===== config.mk =====
export PLATFORM = sky130hd
export DESIGN_NAME = inverter_search_lowbatt_control
export DESIGN_NICKNAME = d
export VERILOG_FILES = /design/src/rtl/inverter_search_lowbatt_control.v /design/src/rtl/step_count_calc.v
export VERILOG_INCLUDE_DIRS = /design/src /design/src/include
export SDC_FILE = /design/constraint.sdc
export NUM_CORES = 1
export LEC_CHECK = 0
export ABC_AREA = 1
export BUFFER_PORTS_ARGS = -buffer_cell sky130_fd_sc_hd__buf_2
export CORE_AREA = 4 4 141 143
export CTS_CLUSTER_SIZE = 30
export DETAILED_ROUTE_END_ITERATION = 16
export DIE_AREA = 0 0 145 147
export HOLD_SLACK_MARGIN = 0.06
export PLACE_DENSITY = 0.9
export SYNTH_ARGS = -nofsm -noshare
export SYNTH_HDL_FRONTEND = slang
export SYNTH_SLANG_ARGS = --single-unit

===== constraint.sdc =====
create_clock -name ref_clk -period 22.4 [get_ports ref_clk]
set_clock_uncertainty 0.15 [all_clocks]
set_input_delay 4.48 -clock ref_clk [delete_from_list [all_inputs] [get_ports ref_clk]]
set_output_delay 4.48 -clock ref_clk [all_outputs]
set_load 0.01 [all_outputs]

===== src/include/inv_ctrl_defs.vh =====
// Constants for the inverter supervisory control block
`ifndef INV_CTRL_DEFS_VH
`define INV_CTRL_DEFS_VH
`define STEPS_MIN          8'h22
`define STEPS_MAX          8'h34
`define SPACING_MIN        8'h04
`define SPACING_MAX        8'hFF
`define SPACING_DEFAULT    8'h3B
`define MODE_OFF           2'h0
`define MODE_SEARCH_SELECT          2'h1
`define MODE_ON            2'h2
`define CURSOR_LAST        3'h2
`define REG_MODE           4'h0
`define REG_THRESH         4'h1
`define REG_SPACING        4'h2
`define REG_CUTOUT         4'h3
`define REG_DELAY          4'h4
`define REG_CUTIN          4'h5
`define REG_GEN            4'h6
`define REG_STATUS         4'h7
`define REG_IRQ            4'h8
`define REG_MASK           4'h9
`define CLK_HZ             50000000
`define BLINK_MS           500
`define BLINK_CYCLES       ((`CLK_HZ / 1000) * `BLINK_MS)
`define MS_CYCLES          (`CLK_HZ / 1000)
`define IRQ_LOW_BATT       0
`define IRQ_LOAD_FOUND     1
`define IRQ_GEN_REQ        2
`define IRQ_RECOVER        3
`endif


===== src/rtl/inverter_search_lowbatt_control.v =====
// Inverter supervisory control: search mode, batt_shutoff_level, indicators
//
// Operation
// - Stepped sine, 34 to 52 steps
// - Search emits single-cycle pulses with gap
// - Detected load gives continuous full output
// - Gap counted in cycles, 4..255, default 59
// - Load below threshold keeps search
// - Search or on setting selects mode
// - Menu press moves cursor right
// - Invert lamp blinks searching, steady full
// - Shut off after continuous low for delay
// - Generator start request after selected time
// - AC input present resumes as charger
// - Off then search or on clears shutoff
// - Recover when battery reaches cut-in level
// - Fault lamp lit while shut off
`include "inv_ctrl_defs.vh"
module inverter_search_lowbatt_control #(
  parameter  W            = 12,
  parameter  BLINK_CYCLES = `BLINK_CYCLES,
  parameter  MS_CYCLES    = `MS_CYCLES
) (
  input  wire         ref_clk,
  input  wire         rst,
  input  wire [3:0]   addr,
  input  wire [15:0]  wdata,
  input  wire         wr_en,
  input  wire         rd_en,
  output reg  [15:0]  rdata,
  input  wire         menu_button,
  input  wire         ac_cycle_tick,
  input  wire         load_sense_valid,
  input  wire [W-1:0] load_power,
  input  wire [W-1:0] batt_level,
  input  wire         utility_ac_input,
  input  wire         generator_ac_input,
  output reg          full_output,
  output reg          pulse_output,
  output reg          charger_mode,
  output reg          gen_start_req,
  output reg          invert_led,
  output reg          fault_led,
  output reg          low_batt_shutoff,
  output reg  [7:0]   steps,
  output reg  [2:0]   menu_cursor,
  output reg          irq
);
  localparam [3:0] A_MODE   = `REG_MODE;
  localparam [3:0] A_THRESH = `REG_THRESH;
  localparam [3:0] A_SPACE  = `REG_SPACING;
  localparam [3:0] A_CUTOUT = `REG_CUTOUT;
  localparam [3:0] A_DELAY  = `REG_DELAY;
  localparam [3:0] A_CUTIN  = `REG_CUTIN;
  localparam [3:0] A_GEN    = `REG_GEN;
  localparam [3:0] A_STATUS = `REG_STATUS;
  localparam [3:0] A_IRQ    = `REG_IRQ;
  localparam [3:0] A_MASK   = `REG_MASK;
  localparam [4:0] S_OFF    = 5'h01;
  localparam [4:0] S_SEARCH = 5'h02;
  localparam [4:0] S_FULL   = 5'h04;
  localparam [4:0] S_SHUT   = 5'h08;
  localparam [4:0] S_CHG    = 5'h10;

  ////////////////////////////////////////////////////////////////////////////
  // Pin synchronisers
  reg [1:0] s_btn;
  reg [1:0] s_ut;
  reg [1:0] s_gen;
  always @(posedge ref_clk or posedge rst) begin
    if (rst) begin
      s_btn <= 2'h0;
      s_ut  <= 2'h0;
      s_gen <= 2'h0;
    end else begin
      s_btn <= {s_btn[0], menu_button};
      s_ut  <= {s_ut[0], utility_ac_input};
      s_gen <= {s_gen[0], generator_ac_input};
    end
  end
  reg btn_d;
  wire btn_press = s_btn[1] & ~btn_d;
  wire ac_present = s_ut[1] | s_gen[1];

  ////////////////////////////////////////////////////////////////////////////
  // Settings registers
  reg [1:0]   mode_sel;
  reg [W-1:0] search_thresh;
  reg [W-1:0] batt_shutoff_level;
  reg [W-1:0] batt_recover_level;
  reg [7:0]   spacing;
  reg [15:0]  shutoff_hold_time, gen_hold_time;
  reg         gen_auto_en;
  reg [3:0]   irq_status, irq_mask;
  reg [3:0]   ev;
  reg [4:0]   state;
  reg         saw_off;

  function [7:0] clamp_spacing(input [7:0] v);
    clamp_spacing = (v < `SPACING_MIN) ? `SPACING_MIN : v;
  endfunction

  always @(posedge ref_clk or posedge rst) begin
    if (rst) begin
      mode_sel           <= `MODE_OFF;
      search_thresh      <= {W{1'b0}};
      spacing            <= `SPACING_DEFAULT;
      batt_shutoff_level <= {W{1'b0}};
      batt_recover_level <= {W{1'b1}};
      shutoff_hold_time  <= 16'h0000;
      gen_hold_time      <= 16'h0000;
      gen_auto_en        <= 1'b0;
      irq_mask           <= 4'h0;
      menu_cursor        <= 3'h0;
      btn_d              <= 1'b0;
    end else begin
      btn_d <= s_btn[1];
      if (btn_press) begin
        menu_cursor <= (menu_cursor == `CURSOR_LAST) ? 3'h0 : menu_cursor + 3'h1;
        if (menu_cursor == 3'h0)
          mode_sel <= `MODE_OFF;
        else if (menu_cursor == 3'h1)
          mode_sel <= `MODE_SEARCH_SELECT;
        else
          mode_sel <= `MODE_ON;
      end
      if (wr_en) begin
        case (addr)
          A_MODE:   mode_sel <= (wdata[1:0] == 2'h3) ? `MODE_ON : wdata[1:0];
          A_THRESH: search_thresh <= wdata[W-1:0];
          A_SPACE:  spacing <= clamp_spacing(wdata[7:0]);
          A_CUTOUT: batt_shutoff_level <= wdata[W-1:0];
          A_DELAY:  shutoff_hold_time <= wdata;
          A_CUTIN:  batt_recover_level <= wdata[W-1:0];
          A_GEN: begin
            gen_hold_time <= {1'b0, wdata[14:0]};
            gen_auto_en   <= wdata[15];
          end
          A_MASK:   irq_mask <= wdata[3:0];
          default: ;
        endcase
      end
    end
  end

  ////////////////////////////////////////////////////////////////////////////
  // Millisecond tick and low battery timers
  reg [15:0] ms_div;
  wire ms_tick = (ms_div == MS_CYCLES[15:0] - 16'h0001);
  wire batt_low = batt_level < batt_shutoff_level;
  reg [15:0] low_ms;
  always @(posedge ref_clk or posedge rst) begin
    if (rst) begin
      ms_div <= 16'h0000;
      low_ms <= 16'h0000;
    end else begin
      // Divider restarts so a low spell is timed from its start
      if (!batt_low) begin
        ms_div <= 16'h0000;
        low_ms <= 16'h0000;
      end else begin
        ms_div <= ms_tick ? 16'h0000 : ms_div + 16'h0001;
        if (ms_tick && low_ms != 16'hFFFF)
          low_ms <= low_ms + 16'h0001;
      end
    end
  end
  wire run = (state == S_SEARCH) || (state == S_FULL);
  wire cut_now = run && batt_low && (low_ms >= shutoff_hold_time);
  wire gen_now = gen_auto_en && batt_low && (low_ms >= gen_hold_time);

  ////////////////////////////////////////////////////////////////////////////
  // Search pulse spacing in AC cycles
  reg [7:0] gap_cnt;
  reg       in_pulse;
  wire load_found = load_sense_valid && (load_power >= search_thresh);

  ////////////////////////////////////////////////////////////////////////////
  // Main state machine
  always @(posedge ref_clk or posedge rst) begin
    if (rst) begin
      state    <= S_OFF;
      saw_off  <= 1'b0;
      gap_cnt  <= 8'h00;
      in_pulse <= 1'b0;
      ev       <= 4'h0;
    end else begin
      ev <= 4'h0;
      case (state)
        S_OFF: begin
          // First pulse waits for the next cycle start
          if (mode_sel == `MODE_SEARCH_SELECT) begin
            state    <= S_SEARCH;
            in_pulse <= 1'b0;
            gap_cnt  <= 8'h01;
          end else if (mode_sel == `MODE_ON)
            state <= S_FULL;
        end
        S_SEARCH: begin
          if (cut_now) begin
            state <= S_SHUT;
            ev[`IRQ_LOW_BATT] <= 1'b1;
          end else if (mode_sel == `MODE_OFF)
            state <= S_OFF;
          else if (mode_sel == `MODE_ON)
            state <= S_FULL;
          else if (in_pulse && load_found) begin
            state <= S_FULL;
            ev[`IRQ_LOAD_FOUND] <= 1'b1;
          end else if (ac_cycle_tick) begin
            if (in_pulse) begin
              in_pulse <= 1'b0;
              gap_cnt  <= spacing;
            end else if (gap_cnt <= 8'h01)
              in_pulse <= 1'b1;
            else
              gap_cnt <= gap_cnt - 8'h01;
          end
        end
        S_FULL: begin
          if (cut_now) begin
            state <= S_SHUT;
            ev[`IRQ_LOW_BATT] <= 1'b1;
          end else if (mode_sel == `MODE_OFF)
            state <= S_OFF;
          else if (mode_sel == `MODE_SEARCH_SELECT && load_sense_valid && !load_found) begin
            state    <= S_SEARCH;
            in_pulse <= 1'b0;
            gap_cnt  <= spacing;
          end
        end
        S_SHUT: begin
          if (mode_sel == `MODE_OFF)
            saw_off <= 1'b1;
          if (ac_present) begin
            state   <= S_CHG;
            saw_off <= 1'b0;
            ev[`IRQ_RECOVER] <= 1'b1;
          end else if (batt_level >= batt_recover_level) begin
            state   <= S_OFF;
            saw_off <= 1'b0;
            ev[`IRQ_RECOVER] <= 1'b1;
          end else if (saw_off && mode_sel != `MODE_OFF) begin
            state   <= S_OFF;
            saw_off <= 1'b0;
            ev[`IRQ_RECOVER] <= 1'b1;
          end
        end
        S_CHG: begin
          if (!ac_present)
            state <= S_OFF;
        end
        default: state <= S_OFF;
      endcase
      if (gen_now && !gen_start_req)
        ev[`IRQ_GEN_REQ] <= 1'b1;
    end
  end

  ////////////////////////////////////////////////////////////////////////////
  // Interrupt status, write one to clear, a new event wins
  wire [3:0] irq_clear = (wr_en && addr == A_IRQ) ? wdata[3:0] : 4'h0;
  always @(posedge ref_clk or posedge rst) begin
    if (rst) begin
      irq_status <= 4'h0;
      irq        <= 1'b0;
    end else begin
      irq_status <= (irq_status & ~irq_clear) | ev;
      irq        <= |(irq_status & irq_mask);
    end
  end

  ////////////////////////////////////////////////////////////////////////////
  // Slow blink for the invert lamp
  reg [25:0] blink_cnt;
  reg        blink;
  always @(posedge ref_clk or posedge rst) begin
    if (rst) begin
      blink_cnt <= 26'h000_0000;
      blink     <= 1'b0;
    end else if (blink_cnt == BLINK_CYCLES[25:0] - 26'h000_0001) begin
      blink_cnt <= 26'h000_0000;
      blink     <= ~blink;
    end else
      blink_cnt <= blink_cnt + 26'h000_0001;
  end

  ////////////////////////////////////////////////////////////////////////////
  // Indicators and outputs
  wire [7:0] steps_calc;
  step_count_calc #(.W(W)) u_steps (
    .ref_clk    (ref_clk),
    .rst        (rst),
    .batt_level (batt_level),
    .out_power  (load_power),
    .steps      (steps_calc)
  );
  always @(posedge ref_clk or posedge rst) begin
    if (rst) begin
      full_output      <= 1'b0;
      pulse_output     <= 1'b0;
      charger_mode     <= 1'b0;
      gen_start_req    <= 1'b0;
      invert_led       <= 1'b0;
      fault_led        <= 1'b0;
      low_batt_shutoff <= 1'b0;
      steps            <= `STEPS_MIN;
    end else begin
      full_output      <= (state == S_FULL);
      pulse_output     <= (state == S_SEARCH) && in_pulse;
      charger_mode     <= (state == S_CHG);
      gen_start_req    <= gen_now;
      invert_led       <= (state == S_FULL) | ((state == S_SEARCH) & blink);
      fault_led        <= (state == S_SHUT);
      low_batt_shutoff <= (state == S_SHUT);
      steps            <= steps_calc;
    end
  end

  ////////////////////////////////////////////////////////////////////////////
  // Register read port, data stand one cycle after the strobe
  always @(posedge ref_clk or posedge rst) begin
    if (rst)
      rdata <= 16'h0000;
    else if (rd_en) begin
      case (addr)
        A_MODE:   rdata <= {14'h0000, mode_sel};
        A_THRESH: rdata <= {{(16-W){1'b0}}, search_thresh};
        A_SPACE:  rdata <= {8'h00, spacing};
        A_CUTOUT: rdata <= {{(16-W){1'b0}}, batt_shutoff_level};
        A_DELAY:  rdata <= shutoff_hold_time;
        A_CUTIN:  rdata <= {{(16-W){1'b0}}, batt_recover_level};
        A_GEN:    rdata <= {gen_auto_en, gen_hold_time[14:0]};
        A_STATUS: rdata <= {3'h0, steps, state};
        A_IRQ:    rdata <= {12'h000, irq_status};
        A_MASK:   rdata <= {12'h000, irq_mask};
        default:  rdata <= 16'h0000;
      endcase
    end else
      rdata <= 16'h0000;
  end
endmodule // inverter_search_lowbatt_control


===== src/rtl/step_count_calc.v =====
// Step count per AC cycle from battery level and output power
`include "inv_ctrl_defs.vh"
module step_count_calc #(
  parameter W = 12
) (
  input  wire         ref_clk,
  input  wire         rst,
  input  wire [W-1:0] batt_level,
  input  wire [W-1:0] out_power,
  output reg  [7:0]   steps
);
  wire [W-1:0] batt_deficit = ~batt_level;
  wire [W:0]   load_sum     = {1'b0, batt_deficit} + {1'b0, out_power};
  wire [4:0]   extra        = load_sum[W:W-4];
  wire [7:0]   raw          = `STEPS_MIN + {3'h0, extra};
  always @(posedge ref_clk or posedge rst) begin
    if (rst)
      steps <= `STEPS_MIN;
    else if (raw > `STEPS_MAX)
      steps <= `STEPS_MAX;
    else
      steps <= raw;
  end
endmodule // step_count_calc


# [Yosys cells after proc, flatten, opt, wreduce, memory -nomap -nowiden]
# Index checks and enable logic that the tools add are counted.
[totals] reg_bits=213 inputBits=53 output_inout_bits=35 wordCells=204
[op_classes] n_addsub=7 n_lt_le_gt_ge=8 n_eq_ne=38 muxes=71 bitwise=11 n_reduce_logical=35
[op_table] operator="$pmux W16 S10" n=1
[op_table] operator="$mux W8" n=13
[op_table] operator="$mux W16" n=5
[op_table] operator="$mux W5" n=13
[op_table] operator="$add A16 B1 Y16 const B" n=2
[op_table] operator="$mux W1" n=27
[op_table] operator="$add A26 B1 Y26 const B" n=1
[op_table] operator="$eq A26 B25 Y1 const B" n=1
[op_table] operator="$mux W26" n=1
[op_table] operator="$pmux W5 S5" n=1
[op_table] operator="$ge A12 B12 Y1" n=2
[op_table] operator="$pmux W8 S3" n=1
[op_table] operator="$ne A2 B2 Y1 const B" n=10
[op_table] operator="$eq A16 B16 Y1 const B" n=1
[op_table] operator="$eq A4 B3 Y1 const B" n=4
[op_table] operator="$ge A16 B15 Y1" n=1
[op_table] operator="$ge A16 B16 Y1" n=1
[op_table] operator="$ne A16 B16 Y1 const B" n=1
[op_table] operator="$reduce_and A2 Y1" n=8
[op_table] operator="$add A12 B12 Y13" n=1
[op_table] operator="$logic_and A1 B1 Y1" n=13
[op_table] operator="$lt A12 B12 Y1" n=1
[op_table] operator="$mux W2" n=6
[op_table] operator="$not A12 Y12" n=1
[op_table] operator="44 further kinds" n=54

# [Logic depth before layout (Yosys ltp)]
[logic_depth] ltp_word=9 ltp_mapped=19 ltp_nobuf=19

# [Cells and area by module]
# From an unflattened synthesis, not the netlist that was laid out.
[hier_totals] cells_unflattened=1547 hier_area_um2=12205.5
[by_module_without_submodules] module="inverter_search_lowbatt_control" n_inst=1 cells_each=1395 area_per_inst_um2=11290.8 seq_area_each_um2=5154.9
[by_module_without_submodules] module="step_count_calc" n_inst=1 cells_each=152 area_per_inst_um2=914.6 seq_area_each_um2=177.7

# [Least setup slack after synthesis]
# No wires, ideal clock.
[synth_path] path_type="input-to-reg" start="input batt_level[8]" end="register u_steps.steps[2]" setup_ns=0.117 arrival_ns=6.074 t_required_ns=22.133 slack_ns=16.059 cell_stages=17 path_buffers=0 path_cell_list="inv_1 ha_1 nand2_1 inv_2 a21oi_1 nand3_1 nand2_1 nand2_2 ha_1 inv_1 nand3_1 nand2_1 nand2_1 nand4_1 nand2_1 nand2_1 nand2_1"
[synth_via] elab_chain_len=5
[synth_lines] element="start: declaration" line="inverter_search_lowbatt_control.v:35" rtl="input wire [W-1:0] batt_level,"
[synth_lines] element="$not A12 Y12 (*)" line="step_count_calc.v:12" rtl="wire [W-1:0] batt_deficit = ~batt_level;"
[synth_lines] element="$add A12 B12 Y13 (*)" line="step_count_calc.v:13" rtl="wire [W:0] load_sum = {1'b0, batt_deficit} + {1'b0, out_power};"
[synth_lines] element="$add A6 B5 Y7 (no line) (*)"
[synth_lines] element="$gt A8 B6 Y1 (no line)"
[synth_lines] element="$mux W8 (*)" line="step_count_calc.v:19" rtl="else if (raw > `STEPS_MAX)"
[synth_lines] element="end signal: assignment" line="step_count_calc.v:18" rtl="steps <= `STEPS_MIN;"
[synth_lines] element="end signal: assignment" line="step_count_calc.v:20" rtl="steps <= `STEPS_MAX;"
[synth_lines] element="end signal: assignment" line="step_count_calc.v:22" rtl="steps <= raw;"
[synth_lines] element="end: declaration" line="step_count_calc.v:10" rtl="output reg [7:0] steps"
# Mark *: on every way between the ends. The rest lies on a longest branch, timed or not.
# A chain may end at the register's enable or synchronous reset.

# [Final worst setup path]
[layout_path] start="input batt_level[11]" end="register gap_cnt[3]"
[layout_via] elab_chain_len=5 elab_cells_between_ends=6 classes_between="order compare (1); eq/ne (2); reduce/logical (3)"
[layout_lines] element="$lt A12 B12 Y1 (*)" line="inverter_search_lowbatt_control.v:150" rtl="wire batt_low = batt_level < batt_shutoff_level;"
[layout_lines] element="$logic_and A1 B1 Y1 (*) (2 in a row)" line="inverter_search_lowbatt_control.v:169" rtl="wire cut_now = run && batt_low && (low_ms >= shutoff_hold_time);"
[layout_lines] element="$ne A2 B2 Y1 (no line)"
[layout_lines] element="$reduce_and A11 Y1 (no line) (*)"
[layout_lines] element="end signal: assignment" line="inverter_search_lowbatt_control.v:213" rtl="gap_cnt <= spacing;"
[layout_lines] element="end signal: assignment" line="inverter_search_lowbatt_control.v:217" rtl="gap_cnt <= gap_cnt - 8'h01;"
[layout_lines] element="end signal: assignment" line="inverter_search_lowbatt_control.v:229" rtl="gap_cnt <= spacing;"
[layout_lines] element="end: declaration" line="inverter_search_lowbatt_control.v:174" rtl="reg [7:0] gap_cnt;"
# Marked as above.

==> flow_metrics.env <==
export IMPL_vias_per_cell=5.82
export IMPL_slew_headroom_pct=21.4
export IMPL_synth_top_area_share_pct=39.4
export IMPL_max_freq_mhz=150
export IMPL_num_antenna_cells=0
export IMPL_cts_sinks=211
export IMPL_synth_area_leaders="dfrtp_1, nand2_1, ha_1"
export IMPL_ys_seq_area_share_pct=44.2
export IMPL_synth_warning_count=0
export IMPL_async_reset_ff_share_pct=100
export IMPL_cpMaxStageDelayCell="nand2_1"
export IMPL_drtAntennaViolNets=0
export IMPL_root_buffer="clkbuf_16"
export IMPL_ys_flop_type="dfrtp_1"
export IMPL_start_kind="input port"
export IMPL_stdcell_count=1829
export IMPL_min_period_ns=6.65
export IMPL_total_leakage_power_uw=0.00680
export IMPL_multi_input_area_um2=5560
export IMPL_grt_pass1_vias=10300
export IMPL_grt_pass1_wl_um=50700
export IMPL_hp_class="reg -> reg"
export IMPL_r2r_start="batt_shutoff_level[11]$_DFFE_PP0P_"
export IMPL_ioPinCount=88
export IMPL_syn_avg_cell_area_um2=8.06
export IMPL_setup_violations=0
export IMPL_startpoint="batt_level[11]"
export IMPL_crit_type="in -> reg"
export IMPL_rr_worst_depth=13
export IMPL_cp_common_cell="nand2_1"
export IMPL_synth_most_common_cell="nand2_1"
export IMPL_post_place_cells=1788
export IMPL_worstSkewPairLatency_ns=0.51
export IMPL_cts_buffer_depth=3
export IMPL_place_congestion=0.971
export IMPL_switchingPower_uw=400
export IMPL_drc=0
export IMPL_cts_tree="done"
export IMPL_status="completed"
export IMPL_die_w_um=145
export IMPL_design_area_um2=13400
export IMPL_coreArea_um2=18600
export IMPL_core_rowCount=50
export IMPL_synth_seq_cells=211
export IMPL_nFillCells=1370
export IMPL_portBuffers=86
export IMPL_vias=10700
export IMPL_seq_area_um2=5310
export IMPL_whs_ns=0.199
export IMPL_syn_area_um2=12000
export IMPL_fin_ws_ns=15.75
export IMPL_fin_setup_tns_ns=0
export IMPL_synth_top_area_cell="dfrtp_1"
export IMPL_drive_gt1_share_pct=13.3
export IMPL_ff2ff_setup_slack_ns=19.42
export IMPL_internal_power_uw=800
export IMPL_power_frac_comb_pct=26.1
export IMPL_sequentialPowerShare_pct=40.7
export IMPL_cts_resized=0
export IMPL_drt_iter0_markers=1123
export IMPL_cp_max_fo=13
export IMPL_drv_cap=0
export IMPL_synth_cells=1489
export IMPL_r2r_end="gap_cnt[3]$_DFFE_PP0P_"
export IMPL_drtPass1Iterations=6
export IMPL_cts_setup_buffers=0
export IMPL_die_area_um2=21300
export IMPL_placed_area_um2=12600
export IMPL_die_h_um=147
export IMPL_antenna_found_initial=0
export IMPL_grt_start_max_net_pins=136
export IMPL_htreeDepth=1
export IMPL_rsz0062_at_grt="false"
export IMPL_initial_core_util_pct=64.6
export IMPL_postCtsHoldBufs=0
export IMPL_synth_distinct_cells=55
export IMPL_grt_overflow=0
export IMPL_fin_nets=1718
export IMPL_crit_arrival_ns=6.89
export IMPL_end_kind="register"
export IMPL_clockPowerShare_pct=33.2
export IMPL_slowest_delay_ns=0.44
export IMPL_p_per_area_nw_per_um2=89.3
export IMPL_cp_cell_sequence="buf_2 > ha_1 > nand4_1 > nor2_1 > nand2_1 > nand2_1 > inv_2 > nand3_2 > inv_2 > nor2_2 > nand2_2 > nand2_1 > nand2_1"
export IMPL_hpwl_um=22800
export IMPL_ir_drop_uv=73.9
export IMPL_grtUsageTotal_pct=28.7
export IMPL_swShare_pct=33.3
export IMPL_wirelength_um=30800
export IMPL_place_ws_ns=15.31
export IMPL_finalMaxSlewViolations=0
export IMPL_period_share_pct=29.7
export IMPL_cts_buffers=23
export IMPL_crit_required_ns=22.64
export IMPL_cp_endpoint="gap_cnt[3]$_DFFE_PP0P_"
export IMPL_syn_to_final_growth_pct=12.1
export IMPL_routedWlPerCell_um=16.8
export IMPL_synth_edf_count=0
export IMPL_path_clk_slew_ns=0.06
export IMPL_finalHoldViolations=0
export IMPL_worstMarginPinSlew_ns=1.18
export IMPL_ys_top_cells_by_count="nand2_1, inv_1, dfrtp_1"
==> through the flow <==
step | utilization (%) | power (µW)
after detailed placement | 68.0 | 800
after CTS | 72.4 | 1200
after floorplan | - | 706
final | 72.4 | 1200
after global placement | 68.0 | 784
after global routing | 72.4 | 1270
==> routing by layer <==
layer	track usage (%)	wire length (µm)	vias to the layer above	share of wire [%]
met5	0	0	-	0
li1	-	-	5070	-
met4	11.8	1190	0	3.9
met1	39.7	12900	4943	42
met2	46.5	14400	534	47
met3	3.95	2320	103	7.5
==> cells in the final DEF, fill, tap and decap left out, drive strengths merged, types with 3 or more instances in the layout <==
cell    count
a211oi      6
a21oi      73
a221oi      3
a31oi       8
buf        88
bufinv      3
clkbuf     33
clkinv      5
dfrtp     189
dfstp      22
ha         86
inv       273
nand2     302
nand3      72
nand3b      3
nand4      38
nor2      127
nor3       33
nor3b       4
nor4       13
o21a        3
o21ai     121
o21bai      6
o22ai      38
or2         4
xnor2       3
xor2       17
==> registers in the layout (all words and copies together) (netlist names), 3 cells and up <==
signal	cells
batt_recover_level	12
batt_shutoff_level	12
blink_cnt	26
ev	4
gap_cnt	8
gen_hold_time	15
irq_mask	4
irq_status	4
low_ms	16
menu_cursor	3
ms_div	16
rdata	16
search_thresh	12
shutoff_hold_time	16
spacing	8
state	5
steps	7
u_steps.steps	7
==> kinds of logic (layout without fill, tap and decap cells) <==
family / count (synthesis) / in the layout / share of synthesized area (%)
AOI/OAI and AO/OA: 275 / 275 / 12.9
xor gates and xnor gates: 20 / 20 / 1.46
adders and majority gates: 86 / 86 / 8.97
buffers and inverters: 298 / 403 / 9.46
DFF: 211 / 211 / 44.2
other: 1 / 2 / 0.0313
and+or+nand+nor: 598 / 598 / 22.9
==> worst min path at each step <==
stage                               start            endpoint  slack [ns]  depth (start not counted)
6_report               s_btn[0]$_DFF_PP0_  s_btn[1]$_DFF_PP0_        0.20                          0
5_1_grt                 s_ut[0]$_DFF_PP0_   s_ut[1]$_DFF_PP0_        0.21                          0
4_1_cts                s_btn[0]$_DFF_PP0_  s_btn[1]$_DFF_PP0_        0.20                          0
3_5_place_dp           s_btn[0]$_DFF_PP0_  s_btn[1]$_DFF_PP0_        0.19                          0
3_3_place_gp   u_steps.steps[6]$_DFF_PP0_  steps[6]$_DFF_PP0_        0.18                          0
2_1_floorplan          s_btn[0]$_DFF_PP0_  s_btn[1]$_DFF_PP0_        0.18                          0
==> power groups by stage <==
| stage | Combinational [µW] | Clock (µW) | Sequential [µW] |
|---|---|---|---|
| floorplan | 221 | 0 | 485 |
| global placement | 294 | 0 | 490 |
| detailed placement | 307 | 0 | 493 |
| CTS | 310 | 399 | 487 |
| global route | 357 | 418 | 495 |
| finish | 314 | 398 | 489 |
==> critical path, delay by kind of cell <==
kind	cells	cell delay [ns]
fa+ha+maj	1	0.31
simple gates	9	1.64
buf+inv	3	0.44
==> area by class of cell <==
class | count | share of cell area (%)
clock buffers | 33 | 5.08
repair buffers | 88 | 3.31
flip-flops and latches | 211 | 39.5
well taps | 234 | 2.18
multi-input cells | 981 | 41.3
clock inverters | 8 | 0.902
inverters | 274 | 7.74
(Power assumes the default switching activity.)
